`config.mk`:
```
export PLATFORM = sky130hd
export DESIGN_NAME = motion_status_words
export DESIGN_NICKNAME = d
export VERILOG_FILES = /design/src/design/motion_status_pkg.sv /design/src/design/heartbeat_gen.sv /design/src/design/motion_status_words.sv
export VERILOG_INCLUDE_DIRS = /design/src /design/src/design
export SDC_FILE = /design/constraint.sdc
export NUM_CORES = 1
export LEC_CHECK = 0
export ABC_AREA = 1
export BUFFER_PORTS_ARGS = -buffer_cell sky130_fd_sc_hd__buf_2
export CORE_UTILIZATION = 45
export CTS_CLUSTER_SIZE = 16
export DETAILED_ROUTE_END_ITERATION = 16
export PLACE_DENSITY = 0.79
export RECOVER_POWER = 100
export SYNTH_ARGS = -nofsm -noshare
export SYNTH_HDL_FRONTEND = slang
export SYNTH_SLANG_ARGS = --single-unit
```
`constraint.sdc`:
```
create_clock -name I_REF_CLK -period 1.8 [get_ports I_REF_CLK]
set_clock_uncertainty 0.2 [all_clocks]
set_input_delay 0.45 -clock I_REF_CLK [delete_from_list [all_inputs] [get_ports I_REF_CLK]]
set_output_delay 0.45 -clock I_REF_CLK [all_outputs]
set_load 0.03 [all_outputs]
```
`src/design/motion_status_consts.svh`:
```
/*
 * constants for the motion status words: bit positions, command codes,
 * heartbeat timing.
 * assumes a 100 MHz reference clock.
 */
`ifndef MOTION_STATUS_CONSTS_SVH
`define MOTION_STATUS_CONSTS_SVH

// status word one bit positions
`define SW1_MODE        15
`define SW1_HEALTHY     14
`define SW1_SETUP_FAULT 13
`define SW1_BAD_REQ     12
`define SW1_INPUT_FAULT 11
`define SW1_POS_INVALID 10
`define SW1_SEG_READY   9
`define SW1_PROF_READY  8
`define SW1_MOVE_DONE   7
`define SW1_DECEL       6
`define SW1_ACCEL       5
`define SW1_HOMED       4
`define SW1_STOPPED     3
`define SW1_HOLD        2
`define SW1_CCW         1
`define SW1_CW          0

// status word two bit positions
`define SW2_DRV_EN      15
`define SW2_STALL       14
`define SW2_OUT1        13
`define SW2_HEARTBEAT   11
`define SW2_LIMIT       10
`define SW2_BAD_PARAM   9
`define SW2_LAG         8
`define SW2_DRV_FAULT   7
`define SW2_NET_LOST    6
`define SW2_PLC_STATE   5
`define SW2_TEMP_WARN   4
`define SW2_IN3         2
`define SW2_IN2         1
`define SW2_IN1         0

// command word codes and bits
`define CMD_MSW_RESET_ERR_BIT  10
`define CMD_MSW_SEGMENT_BIT    12
`define CMD_MSW_FIRST_BLOCK    16'h0800
`define CMD_MSW_SEGMENT_BLOCK  16'h1800
`define CMD_DRV_FAULT_CLEAR    16'h0400
`define CMD_LSW_DRV_EN_BIT     15

// heartbeat half period
`define HEARTBEAT_MS      500
`define REF_CLK_MHZ       100
`define HEARTBEAT_CYCLES  (`HEARTBEAT_MS * 1000 * `REF_CLK_MHZ)
`define HB_CNT_W          26
`define WORD_ZERO         16'h0000

`endif

```
`src/design/motion_status_pkg.sv`:
```
/*
 * types for the motion status words.
 * assumes the constants header is included by its users.
 */
package motion_status_pkg;
    typedef logic [15:0] status_word_t;
    typedef enum logic [1:0] {
        SEG_IDLE,
        SEG_READY,
        SEG_TAKEN
    } seg_state_t;
endpackage : motion_status_pkg

```
`src/design/heartbeat_gen.sv`:
```
/*
 * free-running heartbeat toggle with a programmable half period.
 * assumes one reference clock and a synchronous active-low reset.
 */
`timescale 1ns/1ps
`default_nettype none
`include "motion_status_consts.svh"

module heartbeat_gen #(
    parameter logic [`HB_CNT_W-1:0] HALF_PERIOD =
        `HB_CNT_W'(`HEARTBEAT_CYCLES)
) (
    // clock and reset
    input  wire logic i_clk,
    input  wire logic i_rst_n,
    // heartbeat level
    output var  logic o_beat
);
    typedef struct packed {
        logic [`HB_CNT_W-1:0] cnt;
        logic                 beat;
    } hb_state_t;

    hb_state_t st_r;
    hb_state_t st_nxt;

    always_comb begin
        st_nxt = st_r;
        if (st_r.cnt >= HALF_PERIOD - `HB_CNT_W'(1)) begin
            st_nxt.cnt  = '0;
            st_nxt.beat = ~st_r.beat;
        end else begin
            st_nxt.cnt = st_r.cnt + `HB_CNT_W'(1);
        end
    end

    always_ff @(posedge i_clk) begin
        if (!i_rst_n) begin
            st_r <= '0;
        end else begin
            st_r <= st_nxt;
        end
    end

    assign o_beat = st_r.beat;
endmodule : heartbeat_gen
`default_nettype wire

```
`src/design/motion_status_words.sv`:
```
/*
 * two status words of a stepper indexer in command mode, with sticky
 * fault flags, segment handshake and driver-fault clear exchange.
 * assumes motion, configuration, fault and network events come from logic on the
 * same clock as one-cycle pulses or levels; raw input pins are synced here.
 */
// Contract
// - bit 15 shows configuration mode; motor and commands held until config valid.
// - bit 14 high when healthy, low on any internal fault.
// - bit 13 set at power-up and bad config; cleared by valid config.
// - bit 13 also set with stall detection in configuration mode.
// - bit 12 set on bad command; cleared only by reset-errors.
// - bit 11 set on emergency stop, limit, manual into limit, homing overtravel.
// - bit 10 set on config, reconnect, stops, limit, stall; blocks absolute.
// - bit 8 ready for profile programming, bit 9 ready for segment.
// - bit 7 set on clean move end; cleared by move, preset, reset.
// - bit 7 also set with bit 12 on bad manual or registration params.
// - bit 6 while decelerating, bit 5 while accelerating, else zero.
// - bit 4 high after successful homing, zero otherwise.
// - bit 3 high whenever motor is not moving.
// - bit 2 hold reached; bits 1 and 0 show ccw and cw.
// - word two bit 15 mirrors driver enable; current gated by faults.
// - bit 14 stall, bit 13 output 1, bits 12 and 3 zero.
// - word two bit 11 toggles about every 500 ms.
// - bit 10 set on limit in move; cleared by release or reset.
// - bit 9 set on bad manual change or gearing term out of range.
// - bit 7 driver fault; cleared by both command words 0x0400.
// - bit 6 and input fault set on physical reconnect only.
// - bits 2..0 show inputs 3..1; bit 8 shows rotor lag.
// - segment block clears segment ready; host clears bit 12 to rearm.
`timescale 1ns/1ps
`default_nettype none
`include "motion_status_consts.svh"

module motion_status_words
    import motion_status_pkg::*;
#(
    parameter logic [`HB_CNT_W-1:0] HB_HALF_PERIOD =
        `HB_CNT_W'(`HEARTBEAT_CYCLES)
) (
    // clock and reset
    input  wire logic         I_REF_CLK,
    input  wire logic         I_RST_N,
    // command block from host
    input  wire logic         I_CMD_VALID,
    input  wire logic [15:0]  I_CMD_MSW,
    input  wire logic [15:0]  I_CMD_LSW,
    input  wire logic         I_CMD_INVALID,
    input  wire logic         I_CMD_IS_MOVE,
    input  wire logic         I_CMD_IS_PRESET,
    input  wire logic         I_CMD_IS_HOME,
    input  wire logic         I_CMD_IS_ABS,
    input  wire logic         I_CMD_PARAM_RANGE_ERR,
    // configuration events
    input  wire logic         I_CFG_MODE,
    input  wire logic         I_CFG_WRITE_OK,
    input  wire logic         I_CFG_WRITE_BAD,
    input  wire logic         I_CFG_FLASH_OK,
    input  wire logic         I_STALL_DET_EN,
    // motion engine state
    input  wire logic         I_INT_FAULT,
    input  wire logic         I_MOVING,
    input  wire logic         I_ACCEL,
    input  wire logic         I_DECEL,
    input  wire logic         I_DIR_CCW,
    input  wire logic         I_HOLD,
    input  wire logic         I_MOVE_DONE,
    input  wire logic         I_HOME_DONE,
    input  wire logic         I_HOMING,
    input  wire logic         I_MANUAL,
    input  wire logic         I_IMM_STOP,
    input  wire logic         I_STALL,
    input  wire logic         I_LAG,
    input  wire logic         I_PARAM_CHANGE_BAD,
    input  wire logic         I_GEAR_BAD,
    input  wire logic         I_IDLE_ZERO_CUR,
    // network events
    input  wire logic         I_NET_RECONNECT_PHYS,
    input  wire logic         I_NET_RECONNECT_OTHER,
    // raw pins
    input  wire logic         I_ESTOP_PIN,
    input  wire logic         I_LIMIT_CW_PIN,
    input  wire logic         I_LIMIT_CCW_PIN,
    input  wire logic [2:0]   I_IN_PINS,
    input  wire logic         I_OVER_TEMP_PIN,
    input  wire logic         I_SHORT_PIN,
    input  wire logic         I_OUT1_FB_PIN,
    // status words
    output var  logic [15:0]  O_STATUS_W1,
    output var  logic [15:0]  O_STATUS_W2,
    // motor and command gating
    output logic              O_MOTOR_CURRENT_EN,
    output logic              O_CMD_ACCEPT,
    output logic              O_ABS_REFUSED
);
    localparam int NSYNC = 9;

    typedef struct packed {
        logic [NSYNC-1:0] s1;
        logic [NSYNC-1:0] s2;
        logic             lim_prev;
        seg_state_t       seg;
        logic             prof_ready;
        logic             setup_fault;
        logic             bad_req;
        logic             input_fault;
        logic             pos_invalid;
        logic             move_done;
        logic             homed;
        logic             drv_en;
        logic             limit_hit;
        logic             bad_param;
        logic             drv_fault;
        logic             net_lost;
        status_word_t     w1;
        status_word_t     w2;
    } ms_state_t;

    ms_state_t st_r;
    ms_state_t st_nxt;
    logic      beat;

    function automatic logic is_reset_errors(input logic [15:0] msw);
        return msw[`CMD_MSW_RESET_ERR_BIT];
    endfunction

    heartbeat_gen #(
        .HALF_PERIOD (HB_HALF_PERIOD)
    ) u_hb (
        .i_clk   (I_REF_CLK),
        .i_rst_n (I_RST_N),
        .o_beat  (beat)
    );

    logic [NSYNC-1:0] pins_raw;
    assign pins_raw = {I_OUT1_FB_PIN, I_SHORT_PIN, I_OVER_TEMP_PIN,
                       I_IN_PINS, I_LIMIT_CCW_PIN, I_LIMIT_CW_PIN,
                       I_ESTOP_PIN};

    logic       estop;
    logic       lim_any;
    logic       lim_toward;
    logic [2:0] ins;
    logic       over_temp;
    logic       short_ck;
    logic       out1;
    logic       cmd_ok;
    logic       rst_err;
    logic       drv_clear;
    logic       lim_in_move;
    logic       stop_evt;

    always_comb begin
        estop     = st_r.s2[0];
        lim_any   = st_r.s2[1] | st_r.s2[2];
        ins       = st_r.s2[5:3];
        over_temp = st_r.s2[6];
        short_ck  = st_r.s2[7];
        out1      = st_r.s2[8];
        lim_toward = I_DIR_CCW ? st_r.s2[2] : st_r.s2[1];
        cmd_ok    = I_CMD_VALID & ~I_CFG_MODE & ~st_r.setup_fault;
        rst_err   = cmd_ok & is_reset_errors(I_CMD_MSW);
        drv_clear = I_CMD_VALID & (I_CMD_MSW == `CMD_DRV_FAULT_CLEAR) &
                    (I_CMD_LSW == `CMD_DRV_FAULT_CLEAR);
        lim_in_move = I_MOVING & lim_any & ~I_HOMING;
        stop_evt  = I_IMM_STOP | estop;
    end

    always_comb begin
        st_nxt = st_r;
        st_nxt.s1 = pins_raw;
        st_nxt.s2 = st_r.s1;
        st_nxt.lim_prev = lim_any;

        if (I_CFG_WRITE_OK | I_CFG_FLASH_OK) begin
            st_nxt.setup_fault = 1'b0;
        end
        if (I_CFG_WRITE_BAD) begin
            st_nxt.setup_fault = 1'b1;
        end

        if (rst_err) begin
            st_nxt.bad_req = 1'b0;
        end
        if (cmd_ok & (I_CMD_INVALID | I_CMD_PARAM_RANGE_ERR)) begin
            st_nxt.bad_req = 1'b1;
        end

        if (rst_err) begin
            st_nxt.input_fault = 1'b0;
        end
        if (estop | (lim_in_move) |
            (cmd_ok & I_CMD_IS_MOVE & I_MANUAL & lim_toward) |
            (I_HOMING & lim_any & I_MOVING) | I_NET_RECONNECT_PHYS) begin
            st_nxt.input_fault = 1'b1;
        end

        if (cmd_ok & I_CMD_IS_PRESET & ~I_CMD_INVALID) begin
            st_nxt.pos_invalid = 1'b0;
        end
        if (I_HOME_DONE) begin
            st_nxt.pos_invalid = 1'b0;
        end
        if (I_CFG_WRITE_OK | I_CFG_WRITE_BAD | I_NET_RECONNECT_PHYS |
            I_NET_RECONNECT_OTHER | stop_evt | lim_in_move | I_STALL) begin
            st_nxt.pos_invalid = 1'b1;
        end

        if (rst_err | (cmd_ok & (I_CMD_IS_MOVE | I_CMD_IS_PRESET))) begin
            st_nxt.move_done = 1'b0;
        end
        if (I_MOVE_DONE | (cmd_ok & I_CMD_PARAM_RANGE_ERR)) begin
            st_nxt.move_done = 1'b1;
        end

        if (cmd_ok & (I_CMD_IS_MOVE | I_CMD_IS_HOME | I_CMD_IS_PRESET)) begin
            st_nxt.homed = 1'b0;
        end
        if (I_HOME_DONE) begin
            st_nxt.homed = 1'b1;
        end

        if (I_CMD_VALID) begin
            st_nxt.drv_en = I_CMD_LSW[`CMD_LSW_DRV_EN_BIT];
        end

        if (rst_err | (st_r.lim_prev & ~lim_any)) begin
            st_nxt.limit_hit = 1'b0;
        end
        if (I_MOVING & lim_any) begin
            st_nxt.limit_hit = 1'b1;
        end

        if (rst_err) begin
            st_nxt.bad_param = 1'b0;
        end
        if ((I_MANUAL & I_PARAM_CHANGE_BAD) | I_GEAR_BAD) begin
            st_nxt.bad_param = 1'b1;
        end

        if (drv_clear) begin
            st_nxt.drv_fault = 1'b0;
        end
        if (st_r.drv_en & (over_temp | short_ck)) begin
            st_nxt.drv_fault = 1'b1;
        end

        if (rst_err) begin
            st_nxt.net_lost = 1'b0;
        end
        if (I_NET_RECONNECT_PHYS) begin
            st_nxt.net_lost = 1'b1;
        end

        if (cmd_ok & (I_CMD_MSW == `CMD_MSW_FIRST_BLOCK)) begin
            st_nxt.prof_ready = 1'b1;
            st_nxt.seg        = SEG_READY;
        end
        if (I_MOVING | rst_err) begin
            st_nxt.prof_ready = 1'b0;
            st_nxt.seg        = SEG_IDLE;
        end
        case (st_r.seg)
            SEG_READY: begin
                if (cmd_ok & (I_CMD_MSW == `CMD_MSW_SEGMENT_BLOCK)) begin
                    st_nxt.seg = SEG_TAKEN;
                end
            end
            SEG_TAKEN: begin
                if (I_CMD_VALID & ~I_CMD_MSW[`CMD_MSW_SEGMENT_BIT]) begin
                    st_nxt.seg = SEG_READY;
                end
            end
            default: begin
            end
        endcase

        st_nxt.w1[`SW1_MODE]        = I_CFG_MODE;
        st_nxt.w1[`SW1_HEALTHY]     = ~I_INT_FAULT;
        st_nxt.w1[`SW1_SETUP_FAULT] = st_nxt.setup_fault |
                                      (I_STALL_DET_EN & I_CFG_MODE);
        st_nxt.w1[`SW1_BAD_REQ]     = st_nxt.bad_req;
        st_nxt.w1[`SW1_INPUT_FAULT] = st_nxt.input_fault;
        st_nxt.w1[`SW1_POS_INVALID] = st_nxt.pos_invalid;
        st_nxt.w1[`SW1_SEG_READY]   = (st_nxt.seg == SEG_READY);
        st_nxt.w1[`SW1_PROF_READY]  = st_nxt.prof_ready;
        st_nxt.w1[`SW1_MOVE_DONE]   = st_nxt.move_done;
        st_nxt.w1[`SW1_DECEL]       = I_MOVING & I_DECEL;
        st_nxt.w1[`SW1_ACCEL]       = I_MOVING & I_ACCEL & ~I_DECEL;
        st_nxt.w1[`SW1_HOMED]       = st_nxt.homed;
        st_nxt.w1[`SW1_STOPPED]     = ~I_MOVING;
        st_nxt.w1[`SW1_HOLD]        = I_HOLD;
        st_nxt.w1[`SW1_CCW]         = I_MOVING & I_DIR_CCW;
        st_nxt.w1[`SW1_CW]          = I_MOVING & ~I_DIR_CCW;

        st_nxt.w2                   = `WORD_ZERO;
        st_nxt.w2[`SW2_DRV_EN]      = st_nxt.drv_en;
        st_nxt.w2[`SW2_STALL]       = I_STALL;
        st_nxt.w2[`SW2_OUT1]        = out1;
        st_nxt.w2[`SW2_HEARTBEAT]   = beat;
        st_nxt.w2[`SW2_LIMIT]       = st_nxt.limit_hit;
        st_nxt.w2[`SW2_BAD_PARAM]   = st_nxt.bad_param;
        st_nxt.w2[`SW2_LAG]         = I_LAG;
        st_nxt.w2[`SW2_DRV_FAULT]   = st_nxt.drv_fault;
        st_nxt.w2[`SW2_NET_LOST]    = st_nxt.net_lost;
        st_nxt.w2[`SW2_IN3]         = ins[2];
        st_nxt.w2[`SW2_IN2]         = ins[1];
        st_nxt.w2[`SW2_IN1]         = ins[0];
    end

    always_ff @(posedge I_REF_CLK) begin
        if (!I_RST_N) begin
            st_r             <= '0;
            st_r.setup_fault <= 1'b1;
            st_r.pos_invalid <= 1'b1;
        end else begin
            st_r <= st_nxt;
        end
    end

    assign O_STATUS_W1 = st_r.w1;
    assign O_STATUS_W2 = st_r.w2;
    // current gating, kept under emergency stop
    assign O_MOTOR_CURRENT_EN = st_r.drv_en & ~st_r.drv_fault &
                                ~st_r.setup_fault &
                                ~(~I_MOVING & I_IDLE_ZERO_CUR);
    assign O_CMD_ACCEPT  = cmd_ok;
    assign O_ABS_REFUSED = I_CMD_VALID & I_CMD_IS_ABS & st_r.pos_invalid;
endmodule : motion_status_words
`default_nettype wire

```
==> impl_summary.txt, run 1 <==
----------------------------------------------------
[Hold path]
  Tightest Hold Check Type ... in2reg
  Worst-case hold path end point ... O_STATUS_W1[14]
  Worst hold stages ... 2
  Start point of the worst hold path ... I_INT_FAULT

[Critical path]
  Maximum fanout count along the critical path ... 2
  Crit path required time ... 1.15 ns
  Reg-to-reg slack, setup ... 0.06 ns
  Kind of critical path ... reg2out
  Worst r2r path cells ... 11
  Type of origin of the critical path ... register
  Capturing point of the worst reg2reg path ... u_hb.st_r[1]
  Worst setup EP type ... primary output
  Origin of the critical flop-to-flop path ... u_hb.st_r[1]
  Worst EP arrival ... 1.12 ns

[Clock tree]
  Clock tree from TritonCTS ... done
  Clock root buffer master ... sky130_fd_sc_hd__clkbuf_8
  Clock transition at the registers of the reported paths ... 0.09 ns
  CTS H-tree depth ... 3
  Clock Path Buffers ... 2
  CTS Sinks ... 78
  TritonCTS Buffers ... 9
  Post-CTS Hold Fix Bufs ... 0
  Clock latency on the worst-skew pair ... 0.34 ns

[Floorplan]
  Number of placed I/O pins ... 108
  Placeable core region ... 7687 µm²
  X dimension of the die ... 91.02 µm
  Die boundary height ... 91.02 µm
  Std-Cell Rows ... 32
  Initial Util ... 46.39%
  Die Outline Area ... 8285 µm²

[Finish]
  Layout-stage area growth over the synthesis result ... 22.00%
  Summed area of non-filler cells in the final layout ... 4350 µm²
  Layout cell share with drive strength beyond 1 ... 29.30%
  Diode count ... 0
  Fillers ... 738
  Multi-input gate area ... 1546 µm²
  Register cell area after layout ... 1567 µm²
  Final core utilization ... 56.59%
  Number of nets at the end of the flow ... 658
  Non-filler cells in the finished layout ... 689

[Job]
  Max-cap violations ... 0

[Timing]
  Setup repair after global routing missed its margin ... true
  Least setup slack across all paths after layout ... 0.02929 ns
  Hold violation total from the final report ... 0
  Count of final setup violators ... 0
  Max Slew Vio Count ... 0
  Post-layout min period ... 1.771 ns
  Max Freq ... 564.7 MHz
  Final critical-path share of the clock period ... 98.37%

[Routing]
  Number of design-rule violations left by the first detailed-router iteration ... 138
  Vias after detailed routing ... 3204
  Number of remaining DRC errors ... 0
  Per-cell routed wire length ... 11.22 µm
  Post-detailed-route count of antenna-violating nets ... 0
  Number of optimization iterations in the first detailed-route pass ... 4
  DRT Wirelength ... 7.729 mm
  Routed via count divided by cell count ... 4.650

[Synthesis]
  Sequential fraction of the synthesis area ... 43.79%
  Netlist area before placement ... 3566 µm²
  Synth Instances ... 487
  Number of warning messages in the yosys log ... 0
  Number of synthesized register bits ... 78
  Post-synthesis average cell area ... 7.322 µm²
  Cell variety after synth ... 34

[Global route]
  Total congestion overflow ... 0
  Pin count of the biggest net entering global routing ... 27
  Wire length of the first global-routing pass ... 11.69 mm
  Global router's overall resource usage ... 17.33%
  Antenna violations before repair ... 0
  Vias in the first global route ... 2782

[Place]
  HPWL reported at the end of detailed placement ... 5.670 mm
  Last weighted congestion value of the routability-driven placer ... 0.8560
  Area after DPL ... 4014 µm²
  Placed Instances ... 665
  Pre-CTS setup slack ... -0.01550 ns
  Port bufs ... 103

[Pwr]
  Largest vdd supply drop ... 0.5729 mV
  Cell area power density ... 795.7 nW/µm²
  Total leakage power ... 2.173 nW
  Final Total Pwr ... 3.462 mW

[Outcome]
  Outcome ... finished clean

----------------------------------------------------
## timing repair
action | 4_1_cts | 5_1_grt
setup endpoints to repair | 2 | 29
pin swaps | 0 | 5
resized for setup | 3 | 25
setup buffers | 1 | 4
cloned | 0 | 3
endpoints found under the hold margin | 0 | 0
## synthesized netlist by cell type (all sizes together)
| cell | n | area share, % |
|---|---|---|
| nand2 | 104 | 11 |
| nor2 | 83 | 9.2 |
| dfxtp | 78 | 44 |
| inv | 74 | 7.8 |
| buf | 38 | 7.8 |
| nand3 | 21 | 3.2 |
| xor2 | 15 | 3.7 |
| a21oi | 14 | 2.0 |
| nor3 | 11 | 1.8 |
| nand4 | 9 | 1.6 |
| nand3b | 8 | 1.7 |
| o21ai | 8 | 1.1 |
| xnor2 | 5 | 1.2 |
| or2 | 4 | 0.70 |
| ha | 3 | 1.1 |
| and2 | 2 | 0.35 |
| clkbuf | 2 | 0.21 |
| nor3b | 2 | 0.56 |
| a211oi | 1 | 0.21 |
| a31oi | 1 | 0.18 |
| and3 | 1 | 0.18 |
| clkinv | 1 | 0.11 |
| conb | 1 | 0.11 |
| nor4 | 1 | 0.18 |
## worst max-delay path by stage
stage | start | end | slack (ns) | cells after the start
after floorplan | I_CFG_MODE | O_STATUS_W1[9] | 0.08 | 6
after CTS | u_hb.st_r[1] | u_hb.st_r[8] | 0.0008 | 10
after global routing | st_r[42] | O_MOTOR_CURRENT_EN | -0.03 | 4
after global placement | I_CMD_VALID | O_CMD_ACCEPT | 0.05 | 4
after detailed placement | I_CMD_VALID | O_STATUS_W1[9] | -0.02 | 7
final | st_r[42] | O_MOTOR_CURRENT_EN | 0.03 | 4
## power breakdown
part	total, mW	switching [mW]	internal, mW
registers	1.81	0.0240	1.78
logic	0.336	0.205	0.131
clock network	1.32	0.641	0.679
total	3.46	0.870	2.59
## cell type report
type                            count  area share [%]
Clock buffer                       11           3.250
Clock inverter                      5           1.352
Inverter                           75           6.500
Multi-Input combinational cell    300           35.55
Sequential cell                    78           36.01
Tap cell                          102           2.934
Timing Repair Buffer              118           14.41
## placed cells by master, fill, tap and decap left out, types with 3 or more instances in the layout
master and instances:
sky130_fd_sc_hd__a21oi_1 14, sky130_fd_sc_hd__buf_2 101, sky130_fd_sc_hd__buf_4 13, sky130_fd_sc_hd__clkbuf_1 3, sky130_fd_sc_hd__clkbuf_8 10, sky130_fd_sc_hd__conb_1 4, sky130_fd_sc_hd__dfxtp_1 74, sky130_fd_sc_hd__dfxtp_2 4
sky130_fd_sc_hd__inv_1 71, sky130_fd_sc_hd__inv_2 3, sky130_fd_sc_hd__nand2_1 99, sky130_fd_sc_hd__nand2_2 4, sky130_fd_sc_hd__nand3_1 19, sky130_fd_sc_hd__nand3b_1 8, sky130_fd_sc_hd__nand4_1 9, sky130_fd_sc_hd__nor2_1 69
sky130_fd_sc_hd__nor2_2 13, sky130_fd_sc_hd__nor3_1 9, sky130_fd_sc_hd__o21ai_0 8, sky130_fd_sc_hd__or2_2 4, sky130_fd_sc_hd__xnor2_1 5, sky130_fd_sc_hd__xor2_1 15
## routing by layer
layer	share of wire (%)	global-route usage (%)	vias to the layer above
li1	-	-	1643
met1	44	20.44	1453
met2	49	31.12	98
met3	5.6	4.271	10
met4	1.0	4.762	0
met5	0	0	-
## cells by family after synthesis
kind of cell,Yosys count,synth area share (%)
XOR/XNOR,20,4.912
AO/OA/AOI/OAI,24,3.474
adder cells (fa/ha/maj),3,1.053
flip-flops,78,43.79
other,1,0.1052
AND/OR/NAND/NOR,246,30.74
buffers and inverters,115,15.93
## stage by stage
step                setup TNS, ns  hold slack [ns]
floorplan                       0           0.1905
global placement                0           0.1931
detailed placement       -0.01767           0.1967
CTS                             0          0.04466
global route              -0.1149          0.03633
finish                          0          0.05806
## worst max-delay path, stage by stage (launching register included)
cell                       delay [ns]
sky130_fd_sc_hd__dfxtp_2         0.33
sky130_fd_sc_hd__inv_2           0.06
sky130_fd_sc_hd__nand2_2         0.05
sky130_fd_sc_hd__a211oi_2        0.15
sky130_fd_sc_hd__buf_4           0.19
## flip-flops by register name, indices dropped and copies added, names as in the netlist
name and flops:
short_ck 1, O_STATUS_W2 11, ins 3, st_nxt 9, over_temp 1, st_r 8
estop 1, u_hb.o_beat 1, u_hb.st_r 26, O_STATUS_W1 16, out1 1
(Power assumes the default switching activity.)
==> run 2, diff against run 1 <==
Settings changed: ABC_AREA 1 to 0, CORE_UTILIZATION 45 to 50, PLACE_DENSITY 0.79 to 0.87, RECOVER_POWER 100 to 25.
==> impl_summary.txt, run 2 <==
----------------------------------------------------
[Synthesis]
  Area share of the largest cell type after synthesis ... 48.19%
  Post-synthesis average cell area ... 9.285 µm²
  Number of synthesized flops with an enable pin ... 0
  Netlist area before placement ... 3241 µm²
  Number of synthesized register bits ... 78
  Post-synth top area cell ... sky130_fd_sc_hd__dfxtp_1
  Number of warning messages in the yosys log ... 0
  Multiplexer area fraction after synthesis ... 0.6564%
  Sequential fraction of the synthesis area ... 48.19%
  Commonest cells post-synth ... sky130_fd_sc_hd__dfxtp_1, sky130_fd_sc_hd__nor2_1, sky130_fd_sc_hd__buf_4, sky130_fd_sc_hd__and2_1, sky130_fd_sc_hd__nand2_1
  Cell with the most instances after synthesis ... sky130_fd_sc_hd__dfxtp_1
  Adder-cell share of the synthesized area ... 1.158%
  Cell variety after synth ... 46
  Leading register cell type out of synthesis ... sky130_fd_sc_hd__dfxtp_1
  Largest family of logic cells by synthesized area ... simple AND/OR/NAND/NOR gates
  Share of the synthesized netlist area taken by xor and xnor gates ... 6.757%
  Share of the synthesized area in compound gates (AO/OA/AOI/OAI) ... 6.564%
  Synth Instances ... 349
  Largest cells by area after synthesis ... sky130_fd_sc_hd__dfxtp_1, sky130_fd_sc_hd__buf_4, sky130_fd_sc_hd__nor2_1
  Post-synthesis share of cell area spent on and, or, nand and nor gates ... 26.68%
  Asr flop ratio synth ... 0%

[Global route]
  Pin count of the biggest net entering global routing ... 31
  Wire length of the first global-routing pass ... 12.99 mm
  Vias in the first global route ... 2907
  Antenna violations before repair ... 0
  Global router's overall resource usage ... 26.46%
  Total congestion overflow ... 0

[Floorplan]
  Number of placed I/O pins ... 108
  Placeable core region ... 6096 µm²
  Die boundary height ... 82.51 µm
  Die Outline Area ... 6807 µm²
  Initial Util ... 53.16%
  X dimension of the die ... 82.51 µm
  Std-Cell Rows ... 28

[Clock tree]
  TritonCTS Buffers ... 9
  Clock Path Buffers ... 2
  Clock transition at the registers of the reported paths ... 0.08 ns
  Clock root buffer master ... sky130_fd_sc_hd__clkbuf_8
  CTS Sinks ... 78
  Clock latency on the worst-skew pair ... 0.36 ns
  Clock tree from TritonCTS ... done
  CTS H-tree depth ... 3

[Pwr]
  Total leakage power ... 1.900 nW
  Largest vdd supply drop ... 0.8201 mV
  Cell area power density ... 823.0 nW/µm²

[Routing]
  Per-cell routed wire length ... 15.58 µm
  DRT Wirelength ... 8.583 mm
  Number of remaining DRC errors ... 0
  Vias after detailed routing ... 2928
  Post-detailed-route count of antenna-violating nets ... 0
  Number of design-rule violations left by the first detailed-router iteration ... 139
  Routed via count divided by cell count ... 5.314
  Number of optimization iterations in the first detailed-route pass ... 4

[Finish]
  Fillers ... 426
  Layout cell share with drive strength beyond 1 ... 43.91%
  Layout-stage area growth over the synthesis result ... 34.32%
  Multi-input gate area ... 1541 µm²
  Most common cell after layout, fill and taps aside ... sky130_fd_sc_hd__buf_2
  Register name with the most flops ... u_hb.st_r
  Number of nets at the end of the flow ... 547
  Commonest cells after routing, fill and taps aside ... sky130_fd_sc_hd__buf_2, sky130_fd_sc_hd__dfxtp_1, sky130_fd_sc_hd__nor2_1
  Register cell area after layout ... 1577 µm²
  Non-filler cells in the finished layout ... 551
  Diode count ... 0
  Max reg flops ... 26

[Timing]
  Least setup slack across all paths after layout ... -0.1163 ns
  Max_slew headroom ... 62.83%
  Post-layout min period ... 1.916 ns
  Measured slew at the worst slew-check pin ... 0.5560 ns
  Setup repair after global routing missed its margin ... true
  Hold Worst Slack ... 0.05372 ns
  Sum of negative setup slack ... -0.3424 ns
  Max Freq ... 521.8 MHz
  Count of final setup violators ... 6
  Max Slew Vio Count ... 0
  Final critical-path share of the clock period ... 106.5%
  Hold violation total from the final report ... 0

[Hold path]
  Tightest Hold Check Type ... in2reg

[Place]
  Last weighted congestion value of the routability-driven placer ... 0.8623
  Pre-CTS setup slack ... -0.2048 ns
  Placed Instances ... 525
  Port bufs ... 103
  HPWL reported at the end of detailed placement ... 5.939 mm

[Critical path]
  Critical-path cell list ... nand4_2 > or3_4 > buf_6 > nor4_4 > xnor2_1 > nor2_2
  Type of origin of the critical path ... register
  Maximum fanout count along the critical path ... 5
  Worst EP arrival ... 1.96 ns
  Kind of critical path ... reg2reg
  Worst setup EP type ... register
  Largest incremental delay on the critical path ... 0.39 ns
  Slowest library cell on the worst path ... sky130_fd_sc_hd__or3_4
  Crit path required time ... 1.85 ns

[Outcome]
  Violations in the final reports ... negative setup slack
  Outcome ... finished with violations

[Job]
  Max-cap violations ... 0

----------------------------------------------------
==> run 2: worst max-delay path: cells and delay by family (launching register included) <==
family | cells | cell delay [ns]
AND/OR/NAND/NOR | 4 | 0.91
XOR/XNOR | 1 | 0.21
buffers and inverters | 1 | 0.15
flip-flops | 1 | 0.34
==> run 2: final timing paths <==
kind	start	slack (ns)	cells after the start	end
hold reg to reg	st_nxt[55]	0.24	1	out1
hold / removal	I_INT_FAULT	0.05	2	O_STATUS_W1[14]
setup / recovery	u_hb.st_r[8]	-0.12	6	u_hb.st_r[26]
setup reg to reg	u_hb.st_r[8]	-0.12	6	u_hb.st_r[26]
==> run 2: through the flow <==
| step | area, µm² | power, mW | utilization (%) |
|---|---|---|---|
| 3_3_place_gp | 3869 | 2.153 | 63.46 |
| 2_1_floorplan | 3273 | 2.041 | - |
| 6_report | 4353 | 3.582 | 71.41 |
| 5_1_grt | 4353 | 3.693 | 71.41 |
| 4_1_cts | 4234 | 3.579 | 69.46 |
| 3_5_place_dp | 3869 | 2.164 | 63.46 |
==> run 2: final cells by class <==
type / count / area share [%]
Tap cell: 75 / 2.156
Inverter: 10 / 0.8623
Multi-Input combinational cell: 223 / 35.41
Timing Repair Buffer: 149 / 20.29
Sequential cell: 78 / 36.22
Clock inverter: 7 / 2.213
Clock buffer: 9 / 2.846
==> run 2: logic make-up (layout without fill, tap and decap cells) <==
group / Yosys count / count (layout)
AND/OR/NAND/NOR: 156 / 156
XOR/XNOR: 25 / 25
adder cells (fa/ha/maj): 3 / 3
AO/OA/AOI/OAI: 33 / 33
other: 1 / 4
multiplexers: 2 / 2
buffers and inverters: 51 / 175
flip-flops: 78 / 78
==> run 2: timing repair <==
action | 4_1_cts | 5_1_grt
buffers inserted | 5 | 6
endpoints found under the setup margin | 28 | 31
pin swaps | 10 | 17
gates resized for setup | 25 | 23
cloned | 1 | 0
hold buffers | 0 | 0
==> run 2: layer usage <==
| metal | vias to the layer above | wire length (µm) | GRT usage (%) |
|---|---|---|---|
| li1 | 1378 | - | - |
| met5 | - | 0 | 0 |
| met2 | 138 | 4658 | 50.17 |
| met4 | 0 | 470 | 14.66 |
| met1 | 1372 | 2981 | 25.38 |
| met3 | 40 | 472 | 7.692 |
==> run 2: power by group <==
part           leakage, nW  internal, mW  switching (mW)
combinational         1.14         0.145           0.193
clock                0.114         0.785           0.655
sequential           0.643          1.78          0.0254
total                 1.90          2.71           0.873
==> run 3, diff against run 2 <==
Settings changed: REMOVE_ABC_BUFFERS set to 1.
==> impl_summary.txt, run 3 (synthesized netlist as in run 2, its figures left out) <==
----------------------------------------------------
[Critical path]
  Maximum fanout count along the critical path ... 4
  Critical-path cell list ... ha_4 > nand4_1 > buf_4 > nor2_1 > nand2_1 > xor2_1 > nor2_4
  Largest incremental delay on the critical path ... 0.37 ns
  Worst EP arrival ... 1.91 ns
  Worst setup EP type ... register
  Count of buffering cells on the critical path with inverters included ... 1
  Kind of critical path ... reg2reg
  CP delay by family, top ... simple AND/OR/NAND/NOR gates
  Crit path required time ... 1.85 ns
  Type of origin of the critical path ... register
  Slowest library cell on the worst path ... sky130_fd_sc_hd__dfxtp_4

[Global route]
  Antenna violations before repair ... 0
  Total congestion overflow ... 0
  Met1 layer usage reported by global route ... 26.62%
  Met2 usage ... 42.81%
  Pin count of the biggest net entering global routing ... 26
  Vias in the first global route ... 2823
  Peak-usage layer in the global routing report ... met2
  Global router's overall resource usage ... 24.88%
  Wire length of the first global-routing pass ... 12.35 mm
  GR Layer Usage met3 ... 6.703%

[Pwr]
  Part of the power in combinational logic ... 10.5%
  Share of total power consumed by net switching ... 26.65%
  Internal Power ... 2.616 mW
  Fraction of power consumed by sequential logic ... 50.6%
  Cell area power density ... 791.8 nW/µm²
  Total leakage power ... 1.901 nW
  Largest vdd supply drop ... 0.8339 mV
  Share of total power in the clock network ... 38.8%
  P_sw ... 0.9503 mW

[Finish]
  Layout-stage area growth over the synthesis result ... 39.00%
  Max reg flops ... 26
  Commonest cells after routing, fill and taps aside ... sky130_fd_sc_hd__buf_2, sky130_fd_sc_hd__dfxtp_1, sky130_fd_sc_hd__buf_4
  Diode count ... 0
  Number of nets at the end of the flow ... 543
  Non-filler cells in the finished layout ... 547
  Fillers ... 386
  Register name with the most flops ... u_hb.st_r
  Layout cell share with drive strength beyond 1 ... 47.46%
  Most common cell after layout, fill and taps aside ... sky130_fd_sc_hd__buf_2

[Floorplan]
  Placeable core region ... 6096 µm²
  Std-Cell Rows ... 28
  Number of placed I/O pins ... 108
  X dimension of the die ... 82.51 µm
  Initial Util ... 53.16%
  Die boundary height ... 82.51 µm
  Die Outline Area ... 6807 µm²

[Clock tree]
  Clock Path Buffers ... 2
  TritonCTS Buffers ... 9
  Clock tree from TritonCTS ... done
  Clock root buffer master ... sky130_fd_sc_hd__clkbuf_8
  Clock latency on the worst-skew pair ... 0.36 ns
  CTS H-tree depth ... 3
  Clock transition at the registers of the reported paths ... 0.08 ns
  Post-CTS Hold Fix Bufs ... 0
  CTS Sinks ... 78

[Timing]
  Final critical-path share of the clock period ... 103.6%
  Setup repair after global routing missed its margin ... true
  Max_slew headroom ... 58.98%
  Least setup slack across all paths after layout ... -0.06538 ns
  Max Slew Vio Count ... 0
  Measured slew at the worst slew-check pin ... 0.6136 ns
  Sum of negative setup slack ... -0.8378 ns
  Hold violation total from the final report ... 0
  Post-layout min period ... 1.865 ns
  Count of final setup violators ... 27
  Max Freq ... 536.1 MHz

[Outcome]
  Violations in the final reports ... negative setup slack
  Outcome ... finished with violations

[Routing]
  Vias after detailed routing ... 2941
  Number of remaining DRC errors ... 0
  Routed via count divided by cell count ... 5.377
  DRT Wirelength ... 8.909 mm
  Post-detailed-route count of antenna-violating nets ... 0
  Number of optimization iterations in the first detailed-route pass ... 5
  Number of design-rule violations left by the first detailed-router iteration ... 172
  Per-cell routed wire length ... 16.29 µm

[Place]
  Pre-CTS setup slack ... -0.2664 ns
  Placed Instances ... 524
  Last weighted congestion value of the routability-driven placer ... 0.9192
  Port bufs ... 103
  HPWL reported at the end of detailed placement ... 5.354 mm

[Hold path]
  Tightest Hold Check Type ... in2reg

[Job]
  Max-cap violations ... 0

----------------------------------------------------
run 3: changes by cell type in the layout (fill, tap and decap cells not counted), sizes merged:
cell / before / now
inv: 11 / 16
clkinv: 4 / 0
buf: 145 / 143
clkbuf: 13 / 11
bufinv: 2 / 1
run 3: power by group through the flow:
stage | sequential [mW] | combinational, mW | clock, mW
final | 1.81 | 0.376 | 1.39
after global routing | 1.81 | 0.406 | 1.47
after CTS | 1.80 | 0.325 | 1.40
after detailed placement | 1.84 | 0.319 | 0
after global placement | 1.84 | 0.312 | 0
after floorplan | 1.89 | 0.0905 | 0
run 3: area by class of cell:
type                    count  area [µm²]  share of cell area (%)
clock buffers               9       123.9                   2.750
clock inverters             7       85.08                   1.889
inverters                  10       37.54                  0.8333
multi-input cells         223        1679                   37.28
flip-flops and latches     78        1578                   35.03
well taps                  75       93.84                   2.083
repair buffers            145       907.1                   20.14
run 3: repair_timing:
item | in CTS | in global routing
resized for setup | 19 | 62
setup endpoints to repair | 13 | 34
cloned | 0 | 3
hold endpoints to repair | 0 | 0
buffers inserted | 1 | 3
pin swaps | 3 | 25
run 3: routing by layer:
metal	wire, µm	up-vias
met5	0	-
met4	357	0
met3	672	44
met2	4539	159
met1	3340	1364
li1	-	1374
run 3: path summary, 6_finish.rpt:
path / cells past startpoint / slack (ns) / end / from
max: 7 / -0.07 / u_hb.st_r[9] / u_hb.st_r[1]
min: 2 / 0.05 / O_STATUS_W1[14] / I_INT_FAULT
max reg2reg: 7 / -0.07 / u_hb.st_r[9] / u_hb.st_r[1]
min reg2reg: 1 / 0.24 / ins[1] / st_nxt[51]
run 3: through the flow:
step | area (µm²) | hold WS [ns] | total power [mW] | util [%]
global placement | 3854 | 0.2142 | 2.150 | 63.22
detailed placement | 3854 | 0.2196 | 2.159 | 63.22
floorplan | 2969 | 0.2118 | 1.985 | -
finish | 4504 | 0.05255 | 3.567 | 73.89
CTS | 4149 | 0.03551 | 3.528 | 68.06
global route | 4504 | 0.06111 | 3.686 | 73.89
run 3: worst register-to-register path, cell delays in order, from the launching register on:
cell and delay, ns:
sky130_fd_sc_hd__dfxtp_4 0.37, sky130_fd_sc_hd__ha_4 0.13, sky130_fd_sc_hd__nand4_1 0.13, sky130_fd_sc_hd__buf_4 0.17, sky130_fd_sc_hd__nor2_1 0.29, sky130_fd_sc_hd__nand2_1 0.14
sky130_fd_sc_hd__xor2_1 0.27, sky130_fd_sc_hd__nor2_4 0.06
